[config.mk]
export PLATFORM = sky130hd
export DESIGN_NAME = ssc_stop_controller
export DESIGN_NICKNAME = d
export VERILOG_FILES = /design/src/ssc_pkg.sv /design/src/ssc_delay_counter.sv /design/src/ssc_stop_controller.sv /design/src/ssc_wake_detect.sv
export SDC_FILE = /design/constraint.sdc
export NUM_CORES = 1
export LEC_CHECK = 0
export ABC_AREA = 1
export BUFFER_PORTS_ARGS = -buffer_cell sky130_fd_sc_hd__buf_2
export CELL_PAD_IN_SITES_DETAIL_PLACEMENT = 1
export CELL_PAD_IN_SITES_GLOBAL_PLACEMENT = 1
export CORE_MARGIN = 5
export CORE_UTILIZATION = 43
export DETAILED_ROUTE_END_ITERATION = 10
export PLACE_DENSITY_LB_ADDON = 0.12
export SYNTH_ARGS = -nofsm -noshare
export SYNTH_HDL_FRONTEND = slang
export SYNTH_SLANG_ARGS = --single-unit
[constraint.sdc]
create_clock -name core_clk_in -period 2.9 [get_ports core_clk_in]
set_clock_uncertainty 0.2 [all_clocks]
set_input_delay 0.435 -clock core_clk_in [delete_from_list [all_inputs] [get_ports core_clk_in]]
set_output_delay 0.435 -clock core_clk_in [all_outputs]
set_load 0.01 [all_outputs]
[src/ssc_pkg.sv]
// constants, state type and helper functions for the stop-state controller
package ssc_pkg;
  // one clock phase is taken as one core clock period
  localparam int SSC_CLK_PERIOD_NS = 25;
  localparam int SSC_PHASE_NS = 25;
  localparam int SSC_LONG_PHASES = 524284;
  localparam int SSC_SHORT_PHASES = 28;
  localparam int SSC_REARM_PHASES = 17;
  localparam int SSC_LONG_CYCLES = SSC_LONG_PHASES * SSC_PHASE_NS / SSC_CLK_PERIOD_NS;
  localparam int SSC_SHORT_CYCLES = SSC_SHORT_PHASES * SSC_PHASE_NS / SSC_CLK_PERIOD_NS;
  localparam int SSC_REARM_CYCLES = SSC_REARM_PHASES * SSC_PHASE_NS / SSC_CLK_PERIOD_NS;
  localparam int SSC_DLY_W = 20;
  localparam int SSC_REARM_W = 5;
  localparam logic [SSC_REARM_W-1:0] SSC_REARM_LOAD = 5'(SSC_REARM_CYCLES - 1);
  localparam logic [1:0] SSC_STOP_WORDS = 2'h1;
  // values after reset
  localparam logic SSC_RST_CLK_EN = 1'b1;
  localparam logic SSC_RST_FETCH_EN = 1'b1;
  localparam logic SSC_RST_OSC_EN = 1'b1;
  localparam logic SSC_RST_OFF = 1'b0;
  localparam logic SSC_RST_PIN_IDLE = 1'b1;

  typedef enum logic [2:0] {
    SSC_RUN = 3'h0,
    SSC_STOP = 3'h1,
    SSC_WAKE_DLY = 3'h3,
    SSC_REARM = 3'h2,
    SSC_SERVICE = 3'h6,
    SSC_RST_HOLD = 3'h5,
    SSC_RST_DLY = 3'h4
  } ssc_state_type;

  function automatic logic ssc_clocks_on(input ssc_state_type s);
    return (s == SSC_RUN) || (s == SSC_REARM) || (s == SSC_SERVICE) || (s == SSC_RST_HOLD);
  endfunction : ssc_clocks_on

  function automatic logic ssc_is_delay(input ssc_state_type s);
    return (s == SSC_WAKE_DLY) || (s == SSC_RST_DLY);
  endfunction : ssc_is_delay
endpackage : ssc_pkg

[src/ssc_delay_counter.sv]
// clock-stabilisation delay counter with selectable long or short length
`timescale 1ns/1ps
module ssc_delay_counter #(
  parameter int DLY_W = ssc_pkg::SSC_DLY_W,
  parameter int LONG_CYCLES = ssc_pkg::SSC_LONG_CYCLES,
  parameter int SHORT_CYCLES = ssc_pkg::SSC_SHORT_CYCLES
) (
  // clock and reset
  input wire logic core_clk_in,
  input wire logic rst_n_in,
  // control
  input wire logic start_in,
  input wire logic short_sel_in,
  input wire logic abort_in,
  // status
  output logic busy_out,
  output logic done_out
);
  import ssc_pkg::*;

  localparam logic [DLY_W-1:0] LONG_LOAD = DLY_W'(LONG_CYCLES - 1);
  localparam logic [DLY_W-1:0] SHORT_LOAD = DLY_W'(SHORT_CYCLES - 1);

  logic [DLY_W-1:0] count;
  logic busy;
  wire [DLY_W-1:0] load_value = short_sel_in ? SHORT_LOAD : LONG_LOAD;
  wire at_end = busy && (count == '0);

  always_ff @(posedge core_clk_in or negedge rst_n_in) begin
    if (!rst_n_in) begin
      count <= '0;
      busy <= 1'b0;
    end else if (start_in) begin
      count <= load_value;
      busy <= 1'b1;
    end else if (abort_in || at_end) begin
      busy <= 1'b0;
    end else if (busy) begin
      count <= count - 1'b1;
    end
  end

  assign busy_out = busy;
  assign done_out = at_end;
endmodule : ssc_delay_counter

[src/ssc_stop_controller.sv]
// stop-state controller: clock gating, wake arbitration and recovery sequencing
//
// Summary of operation
// - stop suspends core until reset, irq, peripheral
// - stop gates core and peripheral clocks off
// - timers keep running, each individually powerable down
// - oscillator may also be disabled in stop
// - reset pin exit enters reset processing
// - reset recovery delay chosen by stop delay select
// - irq wake services highest priority pending interrupt
// - wake delay 524284 or 28 phases by select
// - interrupts cleared in delay, arbitrated at 17T
// - resume after service, or directly if none
// - no instruction fetch while stopped
// - stop leaves condition codes unchanged
// - stop is one word, no fixed cycles
`timescale 1ns/1ps
module ssc_stop_controller #(
  parameter int NUM_PERIPH = 4,
  parameter int NUM_TIMERS = 2,
  parameter int LONG_CYCLES = ssc_pkg::SSC_LONG_CYCLES,
  parameter int SHORT_CYCLES = ssc_pkg::SSC_SHORT_CYCLES
) (
  // clock and reset
  input wire logic core_clk_in,
  input wire logic rst_n_in,
  // core side
  input wire logic stop_exec_in,
  input wire logic stop_delay_select_in,
  input wire logic osc_off_select_in,
  input wire logic int_pending_in,
  input wire logic int_service_done_in,
  // pins
  input wire logic reset_pin_n_in,
  input wire logic external_wake_interrupt_pin_n_in,
  // peripherals
  input wire logic [NUM_PERIPH-1:0] periph_exit_req_in,
  input wire logic [NUM_TIMERS-1:0] timer_power_down_in,
  // clock and power control
  output logic core_clk_en_out,
  output logic periph_clk_en_out,
  output logic [NUM_TIMERS-1:0] timer_clk_en_out,
  output logic osc_enable_out,
  // program control
  output logic fetch_enable_out,
  output logic cc_update_en_out,
  output logic pc_advance_out,
  output logic [1:0] pc_step_out,
  output logic resume_out,
  // interrupt and reset sequencing
  output logic int_clear_out,
  output logic int_arbitrate_out,
  output logic reset_proc_out,
  output logic stopped_out
);
  import ssc_pkg::*;

  ssc_state_type state;
  ssc_state_type next_state;
  logic reset_low;
  logic irq_low;
  logic periph_req;
  logic dly_busy;
  logic dly_done;
  logic sd_latched;
  logic osc_off;
  logic [SSC_REARM_W-1:0] rearm_cnt;
  logic [SSC_REARM_W-1:0] next_rearm_cnt;

  ssc_wake_detect #(
    .NUM_PERIPH(NUM_PERIPH)
  ) u_wake (
    .core_clk_in(core_clk_in),
    .rst_n_in(rst_n_in),
    .reset_pin_n_in(reset_pin_n_in),
    .external_wake_interrupt_pin_n_in(external_wake_interrupt_pin_n_in),
    .periph_exit_req_in(periph_exit_req_in),
    .reset_low_out(reset_low),
    .irq_low_out(irq_low),
    .periph_req_out(periph_req)
  );

  // transition decode
  wire stop_entry = (state == SSC_RUN) && stop_exec_in;
  wire wake_req = irq_low || periph_req;
  wire rearm_end = (state == SSC_REARM) && (rearm_cnt == '0);
  wire rearm_entry = (state == SSC_WAKE_DLY) && (next_state == SSC_REARM);
  wire dly_start = ((state == SSC_STOP) && (next_state == SSC_WAKE_DLY))
                   || ((state == SSC_RST_HOLD) && (next_state == SSC_RST_DLY));
  wire dly_abort = ssc_is_delay(state) && (next_state == SSC_RST_HOLD);
  wire sd_now = stop_entry ? stop_delay_select_in : sd_latched;
  wire osc_off_now = stop_entry ? osc_off_select_in : osc_off;

  // one counter serves both recovery paths; its length select is frozen at stop entry
  ssc_delay_counter #(
    .DLY_W(SSC_DLY_W),
    .LONG_CYCLES(LONG_CYCLES),
    .SHORT_CYCLES(SHORT_CYCLES)
  ) u_delay (
    .core_clk_in(core_clk_in),
    .rst_n_in(rst_n_in),
    .start_in(dly_start),
    .short_sel_in(sd_latched),
    .abort_in(dly_abort),
    .busy_out(dly_busy),
    .done_out(dly_done)
  );

  always_comb begin
    next_state = state;
    unique case (state)
      SSC_RUN: begin
        if (stop_exec_in) begin
          next_state = SSC_STOP;
        end
      end
      SSC_STOP: begin
        if (reset_low) begin
          next_state = SSC_RST_HOLD;
        end else if (wake_req) begin
          next_state = SSC_WAKE_DLY;
        end
      end
      SSC_WAKE_DLY: begin
        if (reset_low) begin
          next_state = SSC_RST_HOLD;
        end else if (dly_done) begin
          next_state = SSC_REARM;
        end
      end
      SSC_REARM: begin
        if (rearm_end) begin
          // the controller picks the winner; the pin's own request gets no preference
          next_state = int_pending_in ? SSC_SERVICE : SSC_RUN;
        end
      end
      SSC_SERVICE: begin
        if (int_service_done_in) begin
          next_state = SSC_RUN;
        end
      end
      SSC_RST_HOLD: begin
        if (!reset_low) begin
          next_state = SSC_RST_DLY;
        end
      end
      SSC_RST_DLY: begin
        if (reset_low) begin
          next_state = SSC_RST_HOLD;
        end else if (dly_done) begin
          next_state = SSC_RUN;
        end
      end
      default: begin
        next_state = SSC_RUN;
      end
    endcase
  end

  // arbitration window counts down from its load to zero, 17 cycles in all
  assign next_rearm_cnt = rearm_entry ? SSC_REARM_LOAD
                          : ((state == SSC_REARM) && (rearm_cnt != '0)) ? rearm_cnt - 1'b1
                          : rearm_cnt;

  // output decode from the next state, so every output lines up with the state
  wire next_clk_en = ssc_clocks_on(next_state);
  wire next_fetch_en = (next_state == SSC_RUN) || (next_state == SSC_SERVICE);
  wire next_cc_en = (next_state == SSC_RUN);
  wire next_osc_en = !((next_state == SSC_STOP) && osc_off_now);
  wire next_int_clear = (next_state == SSC_WAKE_DLY);
  wire next_resume = ((state == SSC_REARM) || (state == SSC_SERVICE)) && (next_state == SSC_RUN);
  wire next_reset_proc = (next_state == SSC_RST_HOLD) || (next_state == SSC_RST_DLY);
  wire next_stopped = (next_state == SSC_STOP) || (next_state == SSC_WAKE_DLY);
  wire [1:0] next_pc_step = stop_entry ? SSC_STOP_WORDS : 2'h0;

  always_ff @(posedge core_clk_in or negedge rst_n_in) begin
    if (!rst_n_in) begin
      state <= SSC_RUN;
      rearm_cnt <= '0;
      sd_latched <= SSC_RST_OFF;
      osc_off <= SSC_RST_OFF;
    end else begin
      state <= next_state;
      rearm_cnt <= next_rearm_cnt;
      sd_latched <= sd_now;
      osc_off <= osc_off_now;
    end
  end

  always_ff @(posedge core_clk_in or negedge rst_n_in) begin
    if (!rst_n_in) begin
      core_clk_en_out <= SSC_RST_CLK_EN;
      periph_clk_en_out <= SSC_RST_CLK_EN;
      osc_enable_out <= SSC_RST_OSC_EN;
      fetch_enable_out <= SSC_RST_FETCH_EN;
      cc_update_en_out <= SSC_RST_CLK_EN;
      stopped_out <= SSC_RST_OFF;
      reset_proc_out <= SSC_RST_OFF;
    end else begin
      core_clk_en_out <= next_clk_en;
      periph_clk_en_out <= next_clk_en;
      // core_clk_in must stay free running; the oscillator gate only serves loads downstream
      osc_enable_out <= next_osc_en;
      fetch_enable_out <= next_fetch_en;
      cc_update_en_out <= next_cc_en;
      stopped_out <= next_stopped;
      reset_proc_out <= next_reset_proc;
    end
  end

  always_ff @(posedge core_clk_in or negedge rst_n_in) begin
    if (!rst_n_in) begin
      timer_clk_en_out <= {NUM_TIMERS{SSC_RST_CLK_EN}};
      pc_advance_out <= SSC_RST_OFF;
      pc_step_out <= 2'h0;
      resume_out <= SSC_RST_OFF;
      int_clear_out <= SSC_RST_OFF;
      int_arbitrate_out <= SSC_RST_OFF;
    end else begin
      // timers ignore the stop state entirely
      timer_clk_en_out <= ~timer_power_down_in;
      pc_advance_out <= stop_entry;
      pc_step_out <= next_pc_step;
      resume_out <= next_resume;
      int_clear_out <= next_int_clear;
      int_arbitrate_out <= rearm_entry;
    end
  end

  // cycle count of the current delay state, read only by the checks below
  logic [31:0] chk_dly_cycles;
  wire [31:0] dly_expect = sd_latched ? 32'(SHORT_CYCLES) : 32'(LONG_CYCLES);

  always_ff @(posedge core_clk_in or negedge rst_n_in) begin
    if (!rst_n_in) begin
      chk_dly_cycles <= 32'h0;
    end else if (ssc_is_delay(state) && (next_state == state)) begin
      chk_dly_cycles <= chk_dly_cycles + 32'h1;
    end else begin
      chk_dly_cycles <= 32'h0;
    end
  end
endmodule : ssc_stop_controller

[src/ssc_wake_detect.sv]
// wake-source detection: pin synchronisers and peripheral exit request merge
`timescale 1ns/1ps
module ssc_wake_detect #(
  parameter int NUM_PERIPH = 4
) (
  // clock and reset
  input wire logic core_clk_in,
  input wire logic rst_n_in,
  // wake sources
  input wire logic reset_pin_n_in,
  input wire logic external_wake_interrupt_pin_n_in,
  input wire logic [NUM_PERIPH-1:0] periph_exit_req_in,
  // detected levels
  output logic reset_low_out,
  output logic irq_low_out,
  output logic periph_req_out
);
  import ssc_pkg::*;

  logic [1:0] reset_sync;
  logic [1:0] irq_sync;

  // runs on the free clock, never the gated one, so a wake is always seen
  always_ff @(posedge core_clk_in or negedge rst_n_in) begin
    if (!rst_n_in) begin
      reset_sync <= {2{SSC_RST_PIN_IDLE}};
      irq_sync <= {2{SSC_RST_PIN_IDLE}};
    end else begin
      reset_sync <= {reset_sync[0], reset_pin_n_in};
      irq_sync <= {irq_sync[0], external_wake_interrupt_pin_n_in};
    end
  end

  // level sensitive: a held low keeps the request standing
  assign reset_low_out = !reset_sync[1];
  assign irq_low_out = !irq_sync[1];
  assign periph_req_out = |periph_exit_req_in;
endmodule : ssc_wake_detect

==> results of run 1 <==
-- per-stage QoR --
| stage | utilization, % | cells | hold WS [ps] |
|---|---|---|---|
| global route | 49.5 | 432 | 1.42 |
| detailed placement | 47.1 | 423 | 147 |
| finish | 49.5 | 432 | 25.1 |
| global placement | 47.1 | 423 | 146 |
| CTS | 49.3 | 431 | 14.8 |
| floorplan | - | 326 | -60.6 |
-- area by class of cell --
type                       count  area, um2
sequential                    47       1190
multi-input combinational    235       1210
clock inverter                 2       60.1
fill                         748       2990
inverter                      34        128
tap                           75       93.8
timing repair buffer          33        180
clock buffer                   6       72.6
-- registers in the layout, summed over array words and instances, names as in the netlist --
register,flops
u_delay.count,20
rearm_cnt,5
state,3
timer_clk_en_out,2
u_wake.irq_sync,2
u_wake.reset_sync,2
cc_update_en_out,1
fetch_enable_out,1
int_arbitrate_out,1
int_clear_out,1
osc_enable_out,1
osc_off,1
pc_advance_out,1
periph_clk_en_out,1
reset_proc_out,1
resume_out,1
sd_latched,1
stopped_out,1
u_delay.busy_out,1
-- critical path, cell delays in order (launching register included) --
cell     delay [ps]
dfrtp_1         420
inv_1            90
ha_1            150
inv_1            40
nor2_1           80
nand2_1          90
o21ai_1         190
nand2_1         120
nor2_4          220
nand4_4         160
nand2_2         250
nand2_4         200
nand2_1         130
nand2_1          60
-- where the power goes --
part / internal (mW) / switching [mW] / total (mW)
Combinational: 0.549 / 1.04 / 1.59
Clock: 0.345 / 0.227 / 0.571
Sequential: 0.944 / 0.239 / 1.18
Total: 1.84 / 1.50 / 3.34
-- path summary, 6_finish.rpt --
kind                                             startpoint                    to  slack [ps]  cells past startpoint
setup / recovery                               rearm_cnt[0]     u_delay.count[14]         410                     13
hold / removal             external_wake_interrupt_pin_n_in    u_wake.irq_sync[0]          30                      1
setup reg to reg                               rearm_cnt[0]     u_delay.count[14]         410                     13
hold reg to reg                        u_wake.reset_sync[0]  u_wake.reset_sync[1]         160                      0
max in group asynchronous                          rst_n_in    u_wake.irq_sync[1]        1710                      2
min in group asynchronous                          rst_n_in          rearm_cnt[4]          80                      1
-- kinds of logic (layout without fill, tap and decap cells) --
group	Yosys count	after routing
AND/OR/NAND/NOR	197	197
flip-flops	47	47
buffers and inverters	44	75
XOR/XNOR	18	18
AO/OA/AOI/OAI	15	15
adder cells (fa/ha/maj)	4	4
other	1	1
-- layer usage --
layer | global-route usage (%) | up-vias | routed length (um)
li1 | - | 1078 | -
met1 | 24.3 | 1051 | 2940
met2 | 31.6 | 22 | 3020
met3 | 3.95 | 5 | 151
met4 | 4.18 | 0 | 59
met5 | 0 | - | 0
-- synth_stat cells --
library cell	count	area, um2
nand4_2	1	12.5
buf_2	3	15.0
xnor2_1	7	61.3
dfrtp_1	37	926
nor2_1	35	131
inv_1	31	116
nand2_4	2	22.5
nor2_4	2	22.5
nor3_2	1	10.0
o21ai_1	2	10.0
nor3_1	3	15.0
nor2_2	4	25.0
nand2_1	92	345
ha_1	4	50.1
dfstp_2	10	263
inv_2	3	11.3
o21ai_0	9	45.0
nor4_1	1	6.26
nand4_4	1	21.3
buf_6	4	45.0
buf_4	3	22.5
nand3b_1	3	22.5
a21oi_1	3	15.0
o211ai_1	1	7.51
nand3_1	33	165
conb_1	1	3.75
xor2_1	11	96.3
nand4_1	7	43.8
nand2_2	7	43.8
or2_2	5	31.3
-- cell usage in the layout, fill, tap and decap left out, types with 3 or more instances in the layout --
cell type / synthesis / final
nor2_1: 35 / 35
buf_2: 3 / 28
xor2_1: 11 / 11
xnor2_1: 7 / 7
a21oi_1: 3 / 3
nand4_1: 7 / 7
clkbuf_8: 0 / 5
inv_2: 3 / 3
nand2_2: 7 / 7
ha_1: 4 / 4
dfrtp_1: 37 / 37
dfstp_2: 10 / 10
nor2_2: 4 / 4
or2_2: 5 / 5
nand3_1: 33 / 33
nand3b_1: 3 / 3
nor3_1: 3 / 3
nand2_1: 92 / 92
buf_4: 3 / 4
inv_1: 31 / 31
o21ai_0: 9 / 9
-- what timing repair did --
item	CTS	global route
hold buffers	0	1
gates resized for setup	0	0
buffers inserted	0	0
endpoints found under the hold margin	0	1
==> reports/qor.yml, run 1 <==
outcome: "completed"
dp_slack_ps: 384
drc_errors: 0
coreArea_mm2: 0.00592
tightest_slew_ps: 957
port_buffers: 28
setup_tns_ps: 0
die_area_mm2: 0.00772
clk_latency_ps: 300
clockBufferDepth: 2
grt_setup_unrepaired: "false"
hold_path_class: "primary input to flop"
root_buffer: "clkbuf_8"
synth_xor_area_share_pct: 6.05
layout.nets: 375
syn_avg_cell_area_um2: 7.99
drtAntennaViolNets: 0
drv_slew: 0
syn-cell-area_mm2: 0.00261
synth_compound_area_share_pct: 2.98
synth_cells: 326
globalRouteOverflowTotal: 0
vdd_ir_drop_max_uv: 365
vias: 2156
place_area_mm2: 0.00279
cp-start-kind: "flop"
fin_ws_ps: 405
synth-seq-cells: 47
drive_above_1_share_pct: 21.0
fp.dieH_um: 87.9
fmax_mhz: 401
drt-wirelength-per-cell_um: 14.3
cap_violations: 0
grt_pass1_vias: 2431
stdcell_area_mm2: 0.00293
crit_required_ps: 2900
period_share_pct: 86.0
antenna_found_initial: 0
cp-end-kind: "flop"
cts_tree: "yes"
muxShareOfSynthArea_pct: 0
ys_types: 30
dr.pass1.iters: 4
clkTransAtPathRegs_ps: 90
cp.arrival_ps: 2490
antenna_cells: 0
drt_iter0_markers: 68
period_needed_ps: 2490
viasPerCell: 4.99
grt_max_degree: 44
rows: 28
slew_headroom_pct: 36.2
power_mw: 3.34
leakagePower_nw: 1.55
p_per_area_mw_per_mm2: 1140
ioPinCount: 30
path_class: "flop to flop"
synth-simple-area-share_pct: 35.2
gp_congestion: 0.778
syn_to_final_growth_pct: 12.4
dp_hpwl_mm: 4.52
ys_warn_count: 0
numCtsBuffers: 5
final-setup-viol-count: 0
dieWidth_um: 87.9
ys_seq_area_share_pct: 45.6
hold_viol_final: 0
start_util_pct: 44.0
clock-sinks: 47
synth-adder-area-share_pct: 1.92
synth_top_family_by_area: "simple AND/OR/NAND/NOR gates"
grt_pass1_wl_mm: 11.3
track_usage_pct: 18.6
synth.net_count: 345
routed_wirelength_mm: 6.17
path_max_fanout: 18
htreeDepth: 2
Power figures use the tool's default switching activity.
==> inputs of run 2 (changes only) <==
--- a/config.mk
+++ b/config.mk
@@ -7,10 +7,8 @@
 export LEC_CHECK = 0
 export ABC_AREA = 1
 export BUFFER_PORTS_ARGS = -buffer_cell sky130_fd_sc_hd__buf_2
-export CELL_PAD_IN_SITES_DETAIL_PLACEMENT = 1
-export CELL_PAD_IN_SITES_GLOBAL_PLACEMENT = 1
 export CORE_MARGIN = 5
-export CORE_UTILIZATION = 43
+export CORE_UTILIZATION = 58
 export DETAILED_ROUTE_END_ITERATION = 10
 export PLACE_DENSITY_LB_ADDON = 0.12
 export SYNTH_ARGS = -nofsm -noshare
==> reports/qor.yml, run 2 (synthesis gave the netlist of run 1 again) <==
hold_path_class: "primary input to flop"  # unchanged
die_area_mm2: 0.00593  # was 0.00772 mm2
period_needed_ps: 2420  # was 2490 ps
clockBufferDepth: 2  # unchanged
cp_top_family: "simple AND/OR/NAND/NOR gates"  # unchanged
cp-end-kind: "flop"  # unchanged
n_fill_cell: 383  # was 748
path_class: "flop to flop"  # unchanged
drc_errors: 0  # unchanged
drtAntennaViolNets: 0  # unchanged
final_cell_mix: "nand2_1, dfrtp_1, nor2_1, nand3_1, inv_1"  # unchanged
layout.nets: 373  # was 375
path_max_fanout: 33  # was 18
numCtsBuffers: 5  # unchanged
reg.largest.list: "u_delay.count (20), rearm_cnt (5), state (3)"  # unchanged
hold_viol_final: 0  # unchanged
globalRouteOverflowTotal: 0  # unchanged
drt_iter0_markers: 65  # was 68
grt_pass1_vias: 2140  # was 2431
coreArea_mm2: 0.00435  # was 0.00592 mm2
routed_wirelength_mm: 4.93  # was 6.17 mm
clk_latency_ps: 290  # was 300 ps
track_usage_pct: 17.9  # was 18.6%
cts_repair_resize_count: 0  # unchanged
viasPerCell: 5.23  # was 4.99
cts_setup_buffers: 0  # unchanged
fp.dieH_um: 77.0  # was 87.9 um
tightest_slew_ps: 990  # was 957 ps
drv_slew: 0  # unchanged
period_share_pct: 83.4  # was 86.0%
mostFrequentLayoutCell: "nand2_1"  # unchanged
final-setup-viol-count: 0  # unchanged
grt_max_degree: 47  # was 44
crit_required_ps: 2930  # was 2900 ps
p_per_area_mw_per_mm2: 1130  # was 1140 mW/mm2
rows: 24  # was 28
dieWidth_um: 77.0  # was 87.9 um
grt_pass1_wl_mm: 8.94  # was 11.3 mm
clock-sinks: 47  # unchanged
cp.arrival_ps: 2450  # was 2490 ps
drive_above_1_share_pct: 20.8  # was 21.0%
gp_congestion: 0.905  # was 0.778
worst_path_max_delay_cell: "dfrtp_1"  # unchanged
regMostFlops: "u_delay.count"  # unchanged
cap_violations: 0  # unchanged
vdd_ir_drop_max_uv: 707  # was 365 uV
ioPinCount: 30  # unchanged
slowest_delay_ps: 380  # was 420 ps
leakagePower_nw: 1.54  # was 1.55 nW
htreeDepth: 2  # unchanged
reg2reg_from: "u_delay.count[0]"  # was rearm_cnt[0]
clkTransAtPathRegs_ps: 80  # was 90 ps
setup_tns_ps: 0  # unchanged
outcome: "completed"  # unchanged
cp-start-kind: "flop"  # unchanged
drt-wirelength-per-cell_um: 12.1  # was 14.3 um
stdcell_area_mm2: 0.00288  # was 0.00293 mm2
hp-start: "reset_pin_n_in"  # was external_wake_interrupt_pin_n_in
start_util_pct: 59.9  # was 44.0%
cp_common_cell: "nand2_1"  # unchanged
routed.top_layer: "met4"  # unchanged
worstPathCellList: "inv_1, ha_1, inv_1, nor2_1, nand2_1, nor2_1, nand4_2, nand2_1, nand3b_1, nand2_2, inv_2, nand2_4, nand2_1, nand2_1"  # was inv_1, ha_1, inv_1, nor2_1, nand2_1, o21ai_1, nand2_1, nor2_4, nand4_4, nand2_2, nand2_4, nand2_1, nand2_1
fmax_mhz: 413  # was 401 MHz
root_buffer: "clkbuf_8"  # unchanged
crit_start: "u_delay.count[0]"  # was rearm_cnt[0]
cts_tree: "yes"  # unchanged
cp.buffers_inverters: 3  # was 2
antenna_found_initial: 0  # unchanged
place_area_mm2: 0.00275  # was 0.00279 mm2
dp_hpwl_mm: 3.63  # was 4.52 mm
dr_wl_met3_um: 213  # was 151 um
grt_setup_unrepaired: "false"  # unchanged
ff2ff_setup_slack_ps: 480  # was 410 ps
dr.pass1.iters: 4  # unchanged
vias: 2130  # was 2156
cts_hold_buf: 0  # unchanged
port_buffers: 28  # unchanged
largest_register_ffs: 20  # unchanged
slew_headroom_pct: 34.0  # was 36.2%
route.met2.wl_mm: 2.52  # was 3.02 mm
antenna_cells: 0  # unchanged
syn_to_final_growth_pct: 10.7  # was 12.4%
wl_met1_mm: 2.11  # was 2.94 mm
==> run 2: cell types whose count changed in the layout (fill, tap and decap cells not counted) <==
| cell | previous run | this run |
|---|---|---|
| buf_4 | 4 | 3 |
| dlygate4sd3_1 | 1 | 0 |
==> run 2: report_power, final <==
part	switching, mW	total, mW	internal (mW)	leakage, nW
registers	0.223	1.17	0.945	0.561
logic	0.987	1.53	0.547	0.916
clock network	0.205	0.549	0.344	0.0654
==> run 2: area by class of cell <==
cell class              instances  area (um2)  share of cell area, %
repair buffers                 31         163                   5.64
well taps                      52        65.1                   2.26
multi-input cells             235        1210                   41.9
inverters                      34         128                   4.43
clock inverters                 2        60.1                   2.08
clock buffers                   6        72.6                   2.52
flip-flops and latches         47        1190                   41.2
==> run 2: metrics by stage <==
| stage | worst slack (ps) | hold WS [ps] | power (mW) | util (%) | instances |
|---|---|---|---|---|---|
| after global placement | 556 | 148 | 2.68 | 63.2 | 399 |
| after detailed placement | 512 | 153 | 2.71 | 63.2 | 399 |
| after floorplan | 816 | -60.6 | 2.42 | - | 326 |
| after CTS | 502 | 28.0 | 3.27 | 66.2 | 407 |
| after global routing | 212 | 17.9 | 3.58 | 66.2 | 407 |
| final | 481 | 36.0 | 3.25 | 66.2 | 407 |
==> run 2: worst paths after layout <==
path                                              to  cells after the start
worst min-delay path            u_wake.reset_sync[0]                      1
worst max register to register      u_delay.count[1]                     14
min in group asynchronous                stopped_out                      1
max in group asynchronous        timer_clk_en_out[0]                      2
worst min register to register    u_wake.irq_sync[1]                      0
worst max-delay path                u_delay.count[1]                     14
==> run 2: routing by layer <==
| layer | global-route usage (%) | up-vias |
|---|---|---|
| met5 | 0 | - |
| met4 | 6.36 | 0 |
| met3 | 4.22 | 10 |
| met2 | 31.3 | 45 |
| met1 | 21.4 | 997 |
| li1 | - | 1078 |
==> run 2: worst reg2reg max path, stage by stage, from the launching register on <==
cell      delay [ps]
dfrtp_1          380
inv_1            110
ha_1             150
inv_1             40
nor2_1            70
nand2_1           50
nor2_1           150
nand4_2          140
nand2_1          120
nand3b_1         100
nand2_2          150
inv_2            250
nand2_4          280
nand2_1          100
nand2_1           60
